--- config.mk ---
export PLATFORM = sky130hd
export DESIGN_NAME = cam_port
export DESIGN_NICKNAME = d
export VERILOG_FILES = /design/src/cam_port.v
export VERILOG_INCLUDE_DIRS = /design/src
export SDC_FILE = /design/constraint.sdc
export NUM_CORES = 1
export LEC_CHECK = 0
export ABC_AREA = 1
export BUFFER_PORTS_ARGS = -buffer_cell sky130_fd_sc_hd__buf_2
export CAP_MARGIN = 20
export CELL_PAD_IN_SITES_DETAIL_PLACEMENT = 1
export CELL_PAD_IN_SITES_GLOBAL_PLACEMENT = 1
export CORE_AREA = 2 2 281 199
export DETAILED_ROUTE_END_ITERATION = 16
export DIE_AREA = 0 0 283 201
export GPL_TIMING_DRIVEN = 0
export PLACE_DENSITY = 0.57
export SYNTH_ARGS = -nofsm -noshare
export SYNTH_HDL_FRONTEND = slang
export SYNTH_SLANG_ARGS = --single-unit
--- constraint.sdc ---
create_clock -name clock_i -period 7.6 [get_ports clock_i]
set_input_delay 0.76 -clock clock_i [delete_from_list [all_inputs] [get_ports clock_i]]
set_output_delay 0.76 -clock clock_i [all_outputs]
set_load 0.005 [all_outputs]
--- src/cam_defs.vh ---
// Purpose: Register map, field positions and reset values for the camera capture port
// Assumes: 32-bit register words on byte addresses, 8-bit address port
// Notes:   Included by cam_port.v, the port monitor and the testbench
`ifndef CAM_DEFS_VH
`define CAM_DEFS_VH

// Register byte offsets
`define CAM_ADDR_VER        8'h00
`define CAM_ADDR_FIFO_SIZE  8'h04
`define CAM_ADDR_CONFIG     8'h08
`define CAM_ADDR_ENABLES    8'h0C
`define CAM_ADDR_FLAGS      8'h10
`define CAM_ADDR_CODES      8'h14
`define CAM_ADDR_WORD_PORT  8'h30

// capture_config field positions
`define CAM_CFG_MODE_LSB    0
`define CAM_CFG_WIDTH_LSB   2
`define CAM_CFG_EMB_BIT     4
`define CAM_CFG_LEVEL_LSB   5
`define CAM_CFG_DMATH_LSB   9
`define CAM_CFG_DMAEN_BIT   13
`define CAM_CFG_ENABLE_BIT  31

// event_flags / event_enables bit positions
`define CAM_EV_LEVEL        0
`define CAM_EV_FULL         1
`define CAM_EV_DATA         2
`define CAM_EV_DONE         3

// timing_code_values field positions
`define CAM_CODE_START_LSB  0
`define CAM_CODE_END_LSB    16

// Reset values and encodings
`define CAM_RST_DMATH       4'h1
`define CAM_RST_LEVEL       4'h1
`define CAM_MODE_OFF        2'h0
`define CAM_MODE_SINGLE     2'h1
`define CAM_MODE_CONT       2'h2
`define CAM_WIDTH_8         2'h0
`define CAM_WIDTH_10        2'h1
`define CAM_WIDTH_12        2'h2
`define CAM_VERSION         32'h0000_0101
`define CAM_FIFO_WORDS      8'h08

`endif

--- src/cam_port.v ---
// Purpose: Parallel camera capture port with sync-pin or embedded-code framing and an 8-word receive queue
// Assumes: clock_i at 20 MHz, pixel clock well below 10 MHz, link inputs asynchronous to clock_i
// Notes:   Link inputs are oversampled by clock_i; pixel edges are found from the sampled pixel clock
`timescale 1ns/1ps
`include "cam_defs.vh"

// Function
// Capture mode 1 takes exactly one image, then stops taking pixels.
// Single mode reads 1 until image ends; then mode clears, done flag sets.
// Capture mode 2 captures images continuously; writing 0 stops it.
// Sync-pin mode starts on frame sync rising while line sync is high.
// A one-pixel-clock frame sync pulse is enough to start an image.
// In sync-pin mode pixels are valid only while line sync is high.
// In sync-pin mode the next frame sync rise ends the image.
// Embedded mode ignores sync pins, frames images by start and end codes.
// Software programs codes to match the sensor and never makes them equal.
// Data and sync inputs are sampled on the pixel clock rising edge.
// Sensor changes data on the pixel clock falling edge.
// 8-bit width uses low 8 inputs, four pixels per word, newest on top.
// Width select 1 gives 10-bit pixels, 2 gives 12-bit pixels.
// 10/12-bit pixels zero-extend to 16 bits, two per word, newest on top.
// Words enter a 32-bit by 8-word queue read through pixel_word_port.
// Level flag set while occupancy reaches the limit; interrupt when enabled.
// Full and has-data flags each have their own interrupt enable.
// DMA request while enabled, DMA on and a whole word is queued; the code waits for occupancy to reach the DMA threshold.
// Image end sets the done flag and interrupts when enabled.
// Done flag clears only by writing 1; writing 0 keeps it.
// Has-data flag clears itself once the queue is read empty.
// Capture needs interface enable; it then starts with the sensor unaided.
// DMA threshold sets the request level; 0 is invalid, resets to 1.
// DMA enable bit 1 allows requests; 0 blocks all requests.
// Word port read returns and removes the oldest word; link data synchronised.
// A word completed while the queue holds 8 is dropped.
module cam_port #(
  parameter DEPTH     = 8,
  parameter PTR_W     = 3
) (
  // Clock and reset
  input  wire        clock_i,
  input  wire        rst_b_i,
  // Register port
  input  wire [7:0]  reg_addr_i,
  input  wire [31:0] reg_wdata_i,
  input  wire        reg_wr_i,
  input  wire        reg_rd_i,
  output wire [31:0] reg_rdata_o,
  // Sensor link
  input  wire        pix_clk_in_i,
  input  wire        frame_sync_in_i,
  input  wire        line_sync_in_i,
  input  wire [11:0] pix_data_in_i,
  // Requests
  output wire        irq_o,
  output wire        dma_req_o
);

  localparam [2:0] ST_IDLE   = 3'b001;
  localparam [2:0] ST_WAIT   = 3'b010;
  localparam [2:0] ST_ACTIVE = 3'b100;
  localparam [PTR_W:0] DEPTH_W = DEPTH[PTR_W:0];

  // Register state
  reg [1:0]  mode_ff;
  reg [1:0]  width_ff;
  reg        emb_ff;
  reg [3:0]  level_lim_ff;
  reg [3:0]  dma_th_ff;
  reg        dma_en_ff;
  reg        enable_ff;
  reg [3:0]  ev_en_ff;
  reg        done_ff;
  reg [11:0] start_code_ff;
  reg [11:0] end_code_ff;
  reg [31:0] rdata_ff;
  reg        irq_ff;
  reg        dma_req_ff;

  // Link sampling
  reg [14:0] s1_ff;
  reg [14:0] s2_ff;
  reg [14:0] s3_ff;
  reg        pclk_lvl_ff;
  reg        fs_prev_ff;

  // Capture state
  reg [2:0]  state_ff;
  reg [31:0] pack_ff;
  reg [1:0]  pix_cnt_ff;

  // Queue
  reg [31:0] mem [0:DEPTH-1];
  reg [PTR_W-1:0] wp_ff;
  reg [PTR_W-1:0] rp_ff;
  reg [PTR_W:0]   count_ff;

  wire        wr_cfg   = reg_wr_i && (reg_addr_i == `CAM_ADDR_CONFIG);
  wire        wr_en    = reg_wr_i && (reg_addr_i == `CAM_ADDR_ENABLES);
  wire        wr_fl    = reg_wr_i && (reg_addr_i == `CAM_ADDR_FLAGS);
  wire        wr_code  = reg_wr_i && (reg_addr_i == `CAM_ADDR_CODES);
  wire        rd_word  = reg_rd_i && (reg_addr_i == `CAM_ADDR_WORD_PORT);

  // Pixel edge: level flips to 1 once second and third stages agree high
  wire        pclk_rise = !pclk_lvl_ff && s2_ff[14] && s3_ff[14];
  wire        fs_now    = s3_ff[13];
  wire        ls_now    = s3_ff[12];
  wire [11:0] raw_data  = s3_ff[11:0];
  wire        fs_rise   = pclk_rise && fs_now && !fs_prev_ff;

  // Pixel masked to the selected width
  reg  [11:0] pix_val;
  always @*
  begin
    case (width_ff)
      `CAM_WIDTH_8:  pix_val = {4'h0, raw_data[7:0]};
      `CAM_WIDTH_10: pix_val = {2'h0, raw_data[9:0]};
      default:       pix_val = raw_data;
    endcase
  end

  wire        wide      = (width_ff != `CAM_WIDTH_8);
  wire        code_st   = pclk_rise && (pix_val == start_code_ff);
  wire        code_end  = pclk_rise && (pix_val == end_code_ff);
  wire        run_ok    = enable_ff && (mode_ff != `CAM_MODE_OFF);
  wire        sync_start = fs_rise && ls_now;

  // Capture sequencing
  reg  [2:0]  nxt_state;
  reg         img_end;
  reg         take_pix;
  always @*
  begin
    nxt_state = state_ff;
    img_end   = 1'b0;
    take_pix  = 1'b0;
    case (state_ff)
      ST_IDLE:
      begin
        if (run_ok)
          nxt_state = ST_WAIT;
      end
      ST_WAIT:
      begin
        if (!run_ok)
          nxt_state = ST_IDLE;
        else if (emb_ff ? code_st : sync_start)
          nxt_state = ST_ACTIVE;
      end
      ST_ACTIVE:
      begin
        if (!run_ok)
          nxt_state = ST_IDLE;
        else if (emb_ff ? code_end : fs_rise)
        begin
          img_end = 1'b1;
          if (mode_ff == `CAM_MODE_SINGLE)
            nxt_state = ST_IDLE;
          else if (!emb_ff && ls_now)
            nxt_state = ST_ACTIVE;
          else
            nxt_state = ST_WAIT;
        end
        else if (pclk_rise && (emb_ff || ls_now))
          take_pix = 1'b1;
      end
      default:
        nxt_state = ST_IDLE;
    endcase
  end

  // Packing: newest pixel shifts in at the top of the word
  wire [31:0] nxt_pack = wide ? {4'h0, pix_val, pack_ff[31:16]}
                              : {pix_val[7:0], pack_ff[31:8]};
  wire        word_done = take_pix && (wide ? pix_cnt_ff[0] : (pix_cnt_ff == 2'h3));
  wire        q_full    = (count_ff == DEPTH_W);
  wire        q_empty   = (count_ff == {(PTR_W+1){1'b0}});
  wire        push      = word_done && !q_full;
  wire        pop       = rd_word && !q_empty;

  // Link synchroniser and pixel-edge tracking
  always @(posedge clock_i)
  begin
    if (!rst_b_i)
    begin
      s1_ff       <= 15'h0000;
      s2_ff       <= 15'h0000;
      s3_ff       <= 15'h0000;
      pclk_lvl_ff <= 1'b0;
      fs_prev_ff  <= 1'b0;
    end
    else
    begin
      s1_ff <= {pix_clk_in_i, frame_sync_in_i, line_sync_in_i, pix_data_in_i};
      s2_ff <= s1_ff;
      s3_ff <= s2_ff;
      if (s2_ff[14] == s3_ff[14])
        pclk_lvl_ff <= s3_ff[14];
      if (pclk_rise)
        fs_prev_ff <= fs_now;
    end
  end

  // Capture state and packing registers
  always @(posedge clock_i)
  begin
    if (!rst_b_i)
    begin
      state_ff   <= ST_IDLE;
      pack_ff    <= 32'h0000_0000;
      pix_cnt_ff <= 2'h0;
    end
    else
    begin
      state_ff <= nxt_state;
      if (img_end || nxt_state != ST_ACTIVE || state_ff != ST_ACTIVE)
        pix_cnt_ff <= 2'h0; // Partial words of a finished image are dropped
      else if (take_pix)
      begin
        pack_ff    <= nxt_pack;
        pix_cnt_ff <= word_done ? 2'h0 : pix_cnt_ff + 2'h1;
      end
    end
  end

  // Receive queue storage
  always @(posedge clock_i)
  begin
    if (push)
      mem[wp_ff] <= nxt_pack;
  end

  // Queue pointers and occupancy
  always @(posedge clock_i)
  begin
    if (!rst_b_i)
    begin
      wp_ff    <= {PTR_W{1'b0}};
      rp_ff    <= {PTR_W{1'b0}};
      count_ff <= {(PTR_W+1){1'b0}};
    end
    else
    begin
      if (push)
        wp_ff <= wp_ff + {{(PTR_W-1){1'b0}}, 1'b1};
      if (pop)
        rp_ff <= rp_ff + {{(PTR_W-1){1'b0}}, 1'b1};
      if (push && !pop)
        count_ff <= count_ff + {{PTR_W{1'b0}}, 1'b1};
      else if (pop && !push)
        count_ff <= count_ff - {{PTR_W{1'b0}}, 1'b1};
    end
  end

  // Configuration registers; hardware ends single mode
  always @(posedge clock_i)
  begin
    if (!rst_b_i)
    begin
      mode_ff       <= `CAM_MODE_OFF;
      width_ff      <= `CAM_WIDTH_8;
      emb_ff        <= 1'b0;
      level_lim_ff  <= `CAM_RST_LEVEL;
      dma_th_ff     <= `CAM_RST_DMATH;
      dma_en_ff     <= 1'b0;
      enable_ff     <= 1'b0;
      ev_en_ff      <= 4'h0;
      start_code_ff <= 12'h000;
      end_code_ff   <= 12'h000;
    end
    else
    begin
      if (wr_cfg)
      begin
        width_ff     <= reg_wdata_i[`CAM_CFG_WIDTH_LSB+1:`CAM_CFG_WIDTH_LSB];
        emb_ff       <= reg_wdata_i[`CAM_CFG_EMB_BIT];
        level_lim_ff <= reg_wdata_i[`CAM_CFG_LEVEL_LSB+3:`CAM_CFG_LEVEL_LSB];
        dma_th_ff    <= reg_wdata_i[`CAM_CFG_DMATH_LSB+3:`CAM_CFG_DMATH_LSB];
        dma_en_ff    <= reg_wdata_i[`CAM_CFG_DMAEN_BIT];
        enable_ff    <= reg_wdata_i[`CAM_CFG_ENABLE_BIT];
      end
      if (img_end && mode_ff == `CAM_MODE_SINGLE)
        mode_ff <= `CAM_MODE_OFF;
      else if (wr_cfg)
        mode_ff <= reg_wdata_i[`CAM_CFG_MODE_LSB+1:`CAM_CFG_MODE_LSB];
      if (wr_en)
        ev_en_ff <= reg_wdata_i[3:0];
      if (wr_code)
      begin
        start_code_ff <= reg_wdata_i[`CAM_CODE_START_LSB+11:`CAM_CODE_START_LSB];
        end_code_ff   <= reg_wdata_i[`CAM_CODE_END_LSB+11:`CAM_CODE_END_LSB];
      end
    end
  end

  // Live queue flags
  wire [3:0] lim_ext = level_lim_ff;
  wire [3:0] th_ext  = (dma_th_ff == 4'h0) ? 4'h1 : dma_th_ff;
  wire [3:0] cnt_ext = count_ff;
  wire       fl_level = (cnt_ext >= lim_ext);
  wire [3:0] flags    = {done_ff, !q_empty, q_full, fl_level};

  // Done flag: write-one-to-clear, a new image end wins over the clear
  always @(posedge clock_i)
  begin
    if (!rst_b_i)
      done_ff <= 1'b0;
    else if (img_end)
      done_ff <= 1'b1;
    else if (wr_fl && reg_wdata_i[`CAM_EV_DONE])
      done_ff <= 1'b0;
  end

  // Register read mux
  reg [31:0] rd_mux;
  always @*
  begin
    case (reg_addr_i)
      `CAM_ADDR_VER:       rd_mux = `CAM_VERSION; // Arbitrary revision value
      `CAM_ADDR_FIFO_SIZE: rd_mux = {24'h000000, `CAM_FIFO_WORDS};
      `CAM_ADDR_CONFIG:    rd_mux = {enable_ff, 17'h00000, dma_en_ff, dma_th_ff, level_lim_ff,
                                     emb_ff, width_ff, mode_ff};
      `CAM_ADDR_ENABLES:   rd_mux = {28'h0000000, ev_en_ff};
      `CAM_ADDR_FLAGS:     rd_mux = {28'h0000000, flags};
      `CAM_ADDR_CODES:     rd_mux = {4'h0, end_code_ff, 4'h0, start_code_ff};
      `CAM_ADDR_WORD_PORT: rd_mux = q_empty ? 32'h0000_0000 : mem[rp_ff];
      default:             rd_mux = 32'h0000_0000;
    endcase
  end

  // Read data for one cycle, interrupt and DMA request outputs
  always @(posedge clock_i)
  begin
    if (!rst_b_i)
    begin
      rdata_ff   <= 32'h0000_0000;
      irq_ff     <= 1'b0;
      dma_req_ff <= 1'b0;
    end
    else
    begin
      rdata_ff   <= reg_rd_i ? rd_mux : 32'h0000_0000;
      irq_ff     <= |(flags & ev_en_ff);
      dma_req_ff <= enable_ff && dma_en_ff && (cnt_ext >= th_ext) && !(pop && cnt_ext == th_ext);
    end
  end

  assign reg_rdata_o = rdata_ff;
  assign irq_o       = irq_ff;
  assign dma_req_o   = dma_req_ff;

endmodule

==> metrics.md, run 1 <==
| Metric | Value |
|---|---|
| Run status | finished clean |
| Number of instances in the synthesized netlist | between 1,500 and 2,000 |
| Crit-path slowest cell | sky130_fd_sc_hd__nor3_2 |
| Number of buffers added for setup after CTS | 0 |
| Ordered cell list for the critical path | inv_2 -> nand2_1 -> nand2_1 -> nand2_1 -> nand2_1 -> nor2_1 -> nand3_2 -> nand3_4 -> nor2_4 -> nand2_1 -> nor3_2 -> buf_6 -> buf_6 |
| Clk pwr share | about 45% |
| Register area share after synthesis | approximately 66% |
| Most numerous cell on the critical path | sky130_fd_sc_hd__nand2_1 |
| Die Area | roughly 57,000 um2 |
| Mapped cell area | ~17,000 um2 |
| Num CTS Buffers | 43 |
| Sum Neg Setup Slack | 0 ns |
| Number of different library cells in the post-synthesis netlist | between 40 and 50 |
| Port buffer count | 86 |
| Total wire length after detailed routing | 58,900 um |
| Switching share of power | between 20% and 30% |
| Leakage power of the design | approximately 7.4 nW |
| Via count of the first global-routing pass | roughly 13,000 |
| Top library cells by usage in the layout, fill and taps aside | sky130_fd_sc_hd__edfxtp_1, sky130_fd_sc_hd__nand2_1, sky130_fd_sc_hd__nor2_1 |
| Die extent in y | 201 um |
| Register share of total power | between 50% and 60% |
| Post-layout utilization of the core | a little over a third |
| Antenna viol nets, final | 0 |
| Delay-heaviest family, CP | simple AND/OR/NAND/NOR gates |
| Crit path arrival time | between 3 and 4 ns |
| Met2 Resource Use GR | between 20 and 30% |
| Worst setup path category | flop to flop |
| Clock network latency to the later pin of the worst-skew pair | between 0.5 and 0.6 ns |
| Pin slew with the least headroom to its limit | between 1 and 1.5 ns |
| Largest area contributor in the synthesized netlist | sky130_fd_sc_hd__edfxtp_1 |
| Grt ovf | 0 |
| Global routing's busiest layer | met1 |
| Synthesized net count | 1,687 |
| Number of DRC markers after the initial detailed-route iteration | between 1,000 and 1,500 |
| Total net switching power | just under 0.001 W |
| First-pass detailed-route iteration total | 5 |
| Pin count of the biggest net entering global routing | 15 |
| Unrepaired setup endpoints after global routing | false |
| Number of DRC violations after detailed routing | 0 |
| Total placed cells including tap cells | 2,483 |
| Number of enable-type register cells in the synthesized netlist | about 260 |
| Antenna cells | 0 |
| Max Clock Freq | 277 MHz |
| Post-detail-place hpwl | 43,900 um |
| Hold-fix buffers at CTS | 0 |
| GPL Wtd Cong | ~0.85 |
| Most common cell after layout, fill and taps aside | sky130_fd_sc_hd__edfxtp_1 |
| FF+latch count, synth | around 420 |
| Vias per cell | between 5 and 6 |
| Count of pins on the block boundary | 93 |
| Clock input transition at the sequential cells of the worst setup and hold paths | around 0.06 ns |
| Yosys Warn Count | 0 |
| Non-filler instance count after layout | between 2,000 and 3,000 |
| NumNets Final | 1,874 |
| Power share of the combinational group | 1.7% |
| Critical path fanouts, max | 9 |
| Effective utilization at floorplan | between 30% and 40% |
| Post-route clock period utilization | between 40 and 50% |
| Bufs and invs on worst path | 3 |
| Worst endpoint required time | slightly below 8 ns |
| Internal power consumption | 0.00355 W |
| M3 GR Usage | 3.77% |
| Fin crit period | ~3.6 ns |
| GR Layer Usage met1 | 32.1% |
| First-pass GRT wire length | between 80,000 and 90,000 um |
| Detail-routed net length per standard cell | between 20 and 25 um |
| Maximum Capacitance Violations | 0 |
| Endpoint kind of the worst setup timing path | flop |
| Final Max Slew Viols | 0 |
| Row count | 72 |
| VDD IR-drop max | about 0.13 mV |
| CTS-repair resized insts | 0 |
| Final setup violating endpoints | 0 |
| Fraction of final layout cells with drive strength greater than 1 | between 10 and 15% |
| Synth top area cells | sky130_fd_sc_hd__edfxtp_1, sky130_fd_sc_hd__dfxtp_1, sky130_fd_sc_hd__o21ai_0 |
| Area growth, synth to finish | 19.2% |
| Die width | between 200 and 300 um |
| H-tree depth | 2 |
| Final Hold Fails | 0 |
| Ys async rst share | 0% |
| CTS Root Cell | sky130_fd_sc_hd__clkbuf_16 |
| CTS tree | done |
| Total via count after detailed routing | roughly 13,000 |
| Worst clock skew on the final layout | roughly 0.018 ns |
| Largest stage delay, worst path | ~0.73 ns |
| Placeable core region | approximately 55,000 um2 |
| Critical path launch point type | flop |
| Antenna violations before repair | 1 |
| CTS Sinks | 423 |
| Power density cells | ~230 nW/um2 |
| CTS max path bufs | 3 |
| Relative slew slack | 20.0% |
| Hold/Removal Path Class | input port to flop |
| Share of the synthesized area in the top cell type | between 40% and 50% |
| Global router's overall resource usage | between 20% and 30% |
| Most instantiated flip-flop cell in the synthesis netlist | sky130_fd_sc_hd__edfxtp_1 |
| Mean post-synth cell area | slightly above 10 um2 |
## flip-flops by register name, indices dropped and copies added (netlist names), 4 cells and up, named ones only
signal and count:
mem 256, dma_th_ff 4, end_code_ff 12, cnt_ext 4, s1_ff 15, s2_ff 15, level_lim_ff 4, pack_ff 24
s3_ff 15, reg_rdata_o 32, start_code_ff 12, ev_en_ff 4
## worst paths after layout
path / start / to / slack, ns / cells after the start
worst max register to register: width_ff[1] / mem[2][14] / 3.98 / 13
worst max-delay path: width_ff[1] / mem[2][14] / 3.98 / 13
worst min register to register: s1_ff[4] / s2_ff[4] / 0.41 / 2
worst min-delay path: pix_clk_in_i / s1_ff[14] / 0.39 / 3
## final cells by class
cell class | instances | area (um2)
Buffer | 84 | 352
Clock buffer | 57 | 1200
Clock inverter | 18 | 92.6
Fill cell | 6167 | 34600
Inverter | 155 | 582
Multi-Input combinational cell | 951 | 4740
Sequential cell | 423 | 11000
Tap cell | 740 | 926
Timing Repair Buffer | 142 | 947
## cells in the mapped netlist, types with 6 or more instances
cell,count
sky130_fd_sc_hd__edfxtp_1,256
sky130_fd_sc_hd__nand2_1,227
sky130_fd_sc_hd__nor2_1,204
sky130_fd_sc_hd__o21ai_0,202
sky130_fd_sc_hd__dfxtp_1,167
sky130_fd_sc_hd__inv_1,150
sky130_fd_sc_hd__a21oi_1,104
sky130_fd_sc_hd__clkbuf_1,62
sky130_fd_sc_hd__nand3_1,58
sky130_fd_sc_hd__o221ai_1,54
sky130_fd_sc_hd__o21ai_1,19
sky130_fd_sc_hd__buf_2,17
sky130_fd_sc_hd__nor3_1,15
sky130_fd_sc_hd__ha_1,14
sky130_fd_sc_hd__a22oi_1,7
sky130_fd_sc_hd__nand4_1,6
## worst register-to-register path, cell delays in order (launching register included)
cell                      delay [ns]
sky130_fd_sc_hd__dfxtp_1        0.42
sky130_fd_sc_hd__inv_2          0.17
sky130_fd_sc_hd__nand2_1        0.24
sky130_fd_sc_hd__nand2_1        0.28
sky130_fd_sc_hd__nand2_1        0.09
sky130_fd_sc_hd__nand2_1        0.07
sky130_fd_sc_hd__nor2_1         0.05
sky130_fd_sc_hd__nand3_2        0.17
sky130_fd_sc_hd__nand3_4        0.19
sky130_fd_sc_hd__nor2_4         0.24
sky130_fd_sc_hd__nand2_1        0.20
sky130_fd_sc_hd__nor3_2         0.73
sky130_fd_sc_hd__buf_6          0.27
sky130_fd_sc_hd__buf_6          0.20
## per-layer routing
layer  wire length, um  share of wire, %  vias to the layer above
met5                 0                 0                        -
met4              1060               1.8                        0
met3              3910               6.6                       66
met2             23800                40                      381
met1             30100                51                     6549
li1                  -                 -                     5968
## power by group through the flow
stage          Sequential [W]  Combinational (W)  Clock (W)
2_1_floorplan         0.00247          0.0000331          0
3_3_place_gp          0.00247          0.0000728          0
3_5_place_dp          0.00247          0.0000750          0
4_1_cts               0.00242          0.0000755    0.00205
5_1_grt               0.00242          0.0000838    0.00215
6_report              0.00242          0.0000759    0.00201
## stage by stage
step / hold slack, ns / setup WS (ns) / power, W / area (um2)
floorplan: 0.390 / 3.65 / 0.00250 / 16700
global placement: 0.396 / 0.113 / 0.00254 / 18000
detailed placement: 0.403 / 3.78 / 0.00255 / 18500
CTS: 0.367 / 4.01 / 0.00455 / 19800
global route: 0.390 / 3.68 / 0.00465 / 19900
finish: 0.388 / 3.98 / 0.00451 / 19900
## cells by family (layout without fill, tap and decap cells)
kind of cell / after synthesis / in the layout / synth area share (%)
and+or+nand+nor: 522 / 522 / 12.8
adders and majority gates: 15 / 15 / 1.17
DFF: 423 / 423 / 66.2
xor gates and xnor gates: 4 / 4 / 0.210
buffers and inverters: 239 / 456 / 5.60
AOI/OAI and AO/OA: 410 / 410 / 14.1
(Power assumes the default switching activity.)
==> run 2, diff against run 1 <==
==> constraint.sdc (replaced) <==
create_clock -name clock_i -period 3.6 [get_ports clock_i]
set_input_delay 0.36 -clock clock_i [delete_from_list [all_inputs] [get_ports clock_i]]
set_output_delay 0.36 -clock clock_i [all_outputs]
set_load 0.005 [all_outputs]
==> metrics.md, run 2 (synthesized netlist as in run 1, its figures left out) <==
| Metric | Value |
|---|---|
| Number of flip-flops in the largest register | 256 (unchanged) |
| Crit path arrival time | 3.59 ns (-0.28 ns) |
| Crit-path slowest cell | sky130_fd_sc_hd__nor3_2 |
| Placeable core region | 54,500 um2 (unchanged) |
| Fin crit period | 3.34 ns (-0.276 ns) |
| Endpoint of the worst setup timing path | mem[2][14] |
| Vias per cell | 5.02 (-0.53%) |
| Antenna violations before repair | 1 (unchanged) |
| Instance count on the critical path | 13 (unchanged) |
| Worst setup path category | flop to flop |
| Via count of the first global-routing pass | 13,020 (+0.56%) |
| Delay-heaviest family, CP | simple AND/OR/NAND/NOR gates |
| Beginning of the worst register-to-register path | width_ff[0] |
| GPL Wtd Cong | 0.848 (unchanged) |
| Worst slack at placement | 0.0172 ns (-3.76 ns) |
| Final Max Slew Viols | 0 (unchanged) |
| Hold/Removal Path Class | input port to flop |
| Largest reg by FF count | mem |
| H-tree depth | 2 (unchanged) |
| Endpoint kind of the worst setup timing path | flop |
| Row count | 72 (unchanged) |
| Critical path startpoint | width_ff[0] |
| Pin count of the biggest net entering global routing | 15 (unchanged) |
| Run status | finished clean |
| Num CTS Buffers | 43 (unchanged) |
| Critical path fanouts, max | 9 (unchanged) |
| NumNets Final | 1,889 (+0.80%) |
| Largest stage delay, worst path | 0.73 ns (about the same) |
| First-pass GRT wire length | 86,800 um (+0.43%) |
| Post-route clock period utilization | 92.8% (+45 points) |
| Maximum Capacitance Violations | 0 (unchanged) |
| Total via count after detailed routing | 12,970 (+0.046%) |
| Top library cells by usage in the layout, fill and taps aside | sky130_fd_sc_hd__edfxtp_1, sky130_fd_sc_hd__nand2_1, sky130_fd_sc_hd__nor2_1 |
| Pwr Total | 0.00953 W (+110%) |
| Final setup margin | 0.261 ns (-3.72 ns) |
| Fraction of final layout cells with drive strength greater than 1 | 13.7% (+0.11 points) |
| Worst endpoint required time | 3.85 ns (-4.00 ns) |
| Power density cells | 476 nW/um2 (+110%) |
| CTS tree | done |
| Final setup violating endpoints | 0 (unchanged) |
| Reg2Reg Depth | 13 (unchanged) |
| Count of pins on the block boundary | 93 (unchanged) |
| CTS max path bufs | 3 (unchanged) |
| Effective utilization at floorplan | 30.6% (unchanged) |
| Clock network latency to the later pin of the worst-skew pair | 0.56 ns (about the same) |
| Worst clock skew on the final layout | 0.0195 ns (+0.00179 ns) |
| First-pass detailed-route iteration total | 7 (+2) |
| Relative slew slack | 22.9% (+2.9 points) |
| Detail-routed net length per standard cell | 22.9 um (-0.17%) |
| VDD IR-drop max | 0.284 mV (+110%) |
| Number of DRC violations after detailed routing | 0 (unchanged) |
| Critical path launch point type | flop |
| Bufs and invs on worst path | 3 (unchanged) |
| Clock input transition at the sequential cells of the worst setup and hold paths | 0.07 ns (about the same) |
| CTS Root Cell | sky130_fd_sc_hd__clkbuf_16 |
| Number of DRC markers after the initial detailed-route iteration | 1,188 (-5.7%) |
| Port buffer count | 86 (unchanged) |
| Most common cell after layout, fill and taps aside | sky130_fd_sc_hd__edfxtp_1 |
| Total wire length after detailed routing | 59,100 um (+0.42%) |
| Final Hold Fails | 0 (unchanged) |
| R2r setup slk | 0.26 ns (-3.72 ns) |
| CTS Sinks | 423 (unchanged) |
| Leakage power of the design | 7.42 nW (+0.86%) |
| Ordered cell list for the critical path | inv_1 -> nand2_2 -> nand2_1 -> nand2_1 -> nand2_1 -> nor2_1 -> nand3_2 -> nand3_4 -> nor2_4 -> nand2_1 -> nor3_2 -> buf_6 -> buf_6 |
| Die width | 283 um (unchanged) |
| Unrepaired setup endpoints after global routing | false |
| Antenna viol nets, final | 0 (unchanged) |
| Global router's overall resource usage | 20.5% (+0.064 points) |
| Area growth, synth to finish | 20.2% |
| Most numerous cell on the critical path | sky130_fd_sc_hd__nand2_1 |
| Endpoint of the worst register-to-register path | mem[2][14] |
| Max Clock Freq | 299 MHz (+8.3%) |
| Die Area | 56,900 um2 (unchanged) |
| Antenna cells | 0 (unchanged) |
| Die extent in y | 201 um (unchanged) |
| Post-detail-place hpwl | 43,900 um (unchanged) |
| Pin slew with the least headroom to its limit | 1.14 ns (-0.0428 ns) |
| Grt ovf | 0 (unchanged) |
## run 2: cell types whose count changed in the layout (fill, tap and decap cells not counted), sizes merged
| cell | previous run | this run |
|---|---|---|
| buf | 156 | 157 |
| dlygate4sd3 | 0 | 14 |
## run 2: stage by stage
step	std cells	setup TNS, ns	utilization (%)	area (um2)	hold WS, ns
floorplan	1613	-87.88	-	16700	0.390
global placement	2439	-935.69	33.1	18000	0.396
detailed placement	2483	0	33.9	18500	0.403
CTS	2572	0	36.6	19900	0.00111
global route	2585	0	36.7	20000	0.0193
finish	2585	0	36.7	20000	0.0196
## run 2: worst min-delay path: stages
cell and delay (ns):
sky130_fd_sc_hd__buf_2 0.08, sky130_fd_sc_hd__nand2_1 0.05, sky130_fd_sc_hd__inv_1 0.05
## run 2: final cells by class
cell class                      instances  area, um2
Clock inverter                         18       92.6
Clock buffer                           57       1200
Buffer                                 84        352
Timing Repair Buffer                  157       1090
Tap cell                              740        926
Sequential cell                       423      11000
Fill cell                            6168      34500
Inverter                              155        582
Multi-Input combinational cell        951       4750
## run 2: timing repair
item	CTS	global route
buffers inserted	0	1
endpoints found under the setup margin	0	102
gates resized for setup	0	3
hold buffers	14	0
hold endpoints to repair	14	0
## run 2: where the power goes
part	total [W]	switching [W]	internal (W)
registers	0.00511	0.0000113	0.00510
logic	0.000173	0.000115	0.0000572
clock network	0.00424	0.00191	0.00234
total	0.00953	0.00203	0.00749
## run 2: how the worst min path moves through the flow
stage	start	end	slack (ns)	depth (start not counted)
final	pix_data_in_i[8]	s1_ff[8]	0.02	3
after global routing	pix_data_in_i[8]	s1_ff[8]	0.02	3
after CTS	pix_data_in_i[8]	s1_ff[8]	0.001	3
after detailed placement	s2_ff[0]	s3_ff[0]	0.40	2
after global placement	s2_ff[0]	s3_ff[0]	0.40	2
after floorplan	s1_ff[0]	s2_ff[0]	0.39	2
## run 2: per-layer routing
layer | GRT usage, % | wire length (um) | up-vias
li1 | - | - | 6001
met1 | 32.1 | 30200 | 6544
met2 | 29.0 | 24200 | 362
met3 | 3.77 | 3700 | 63
met4 | 4.27 | 1050 | 0
met5 | 0 | 0 | -
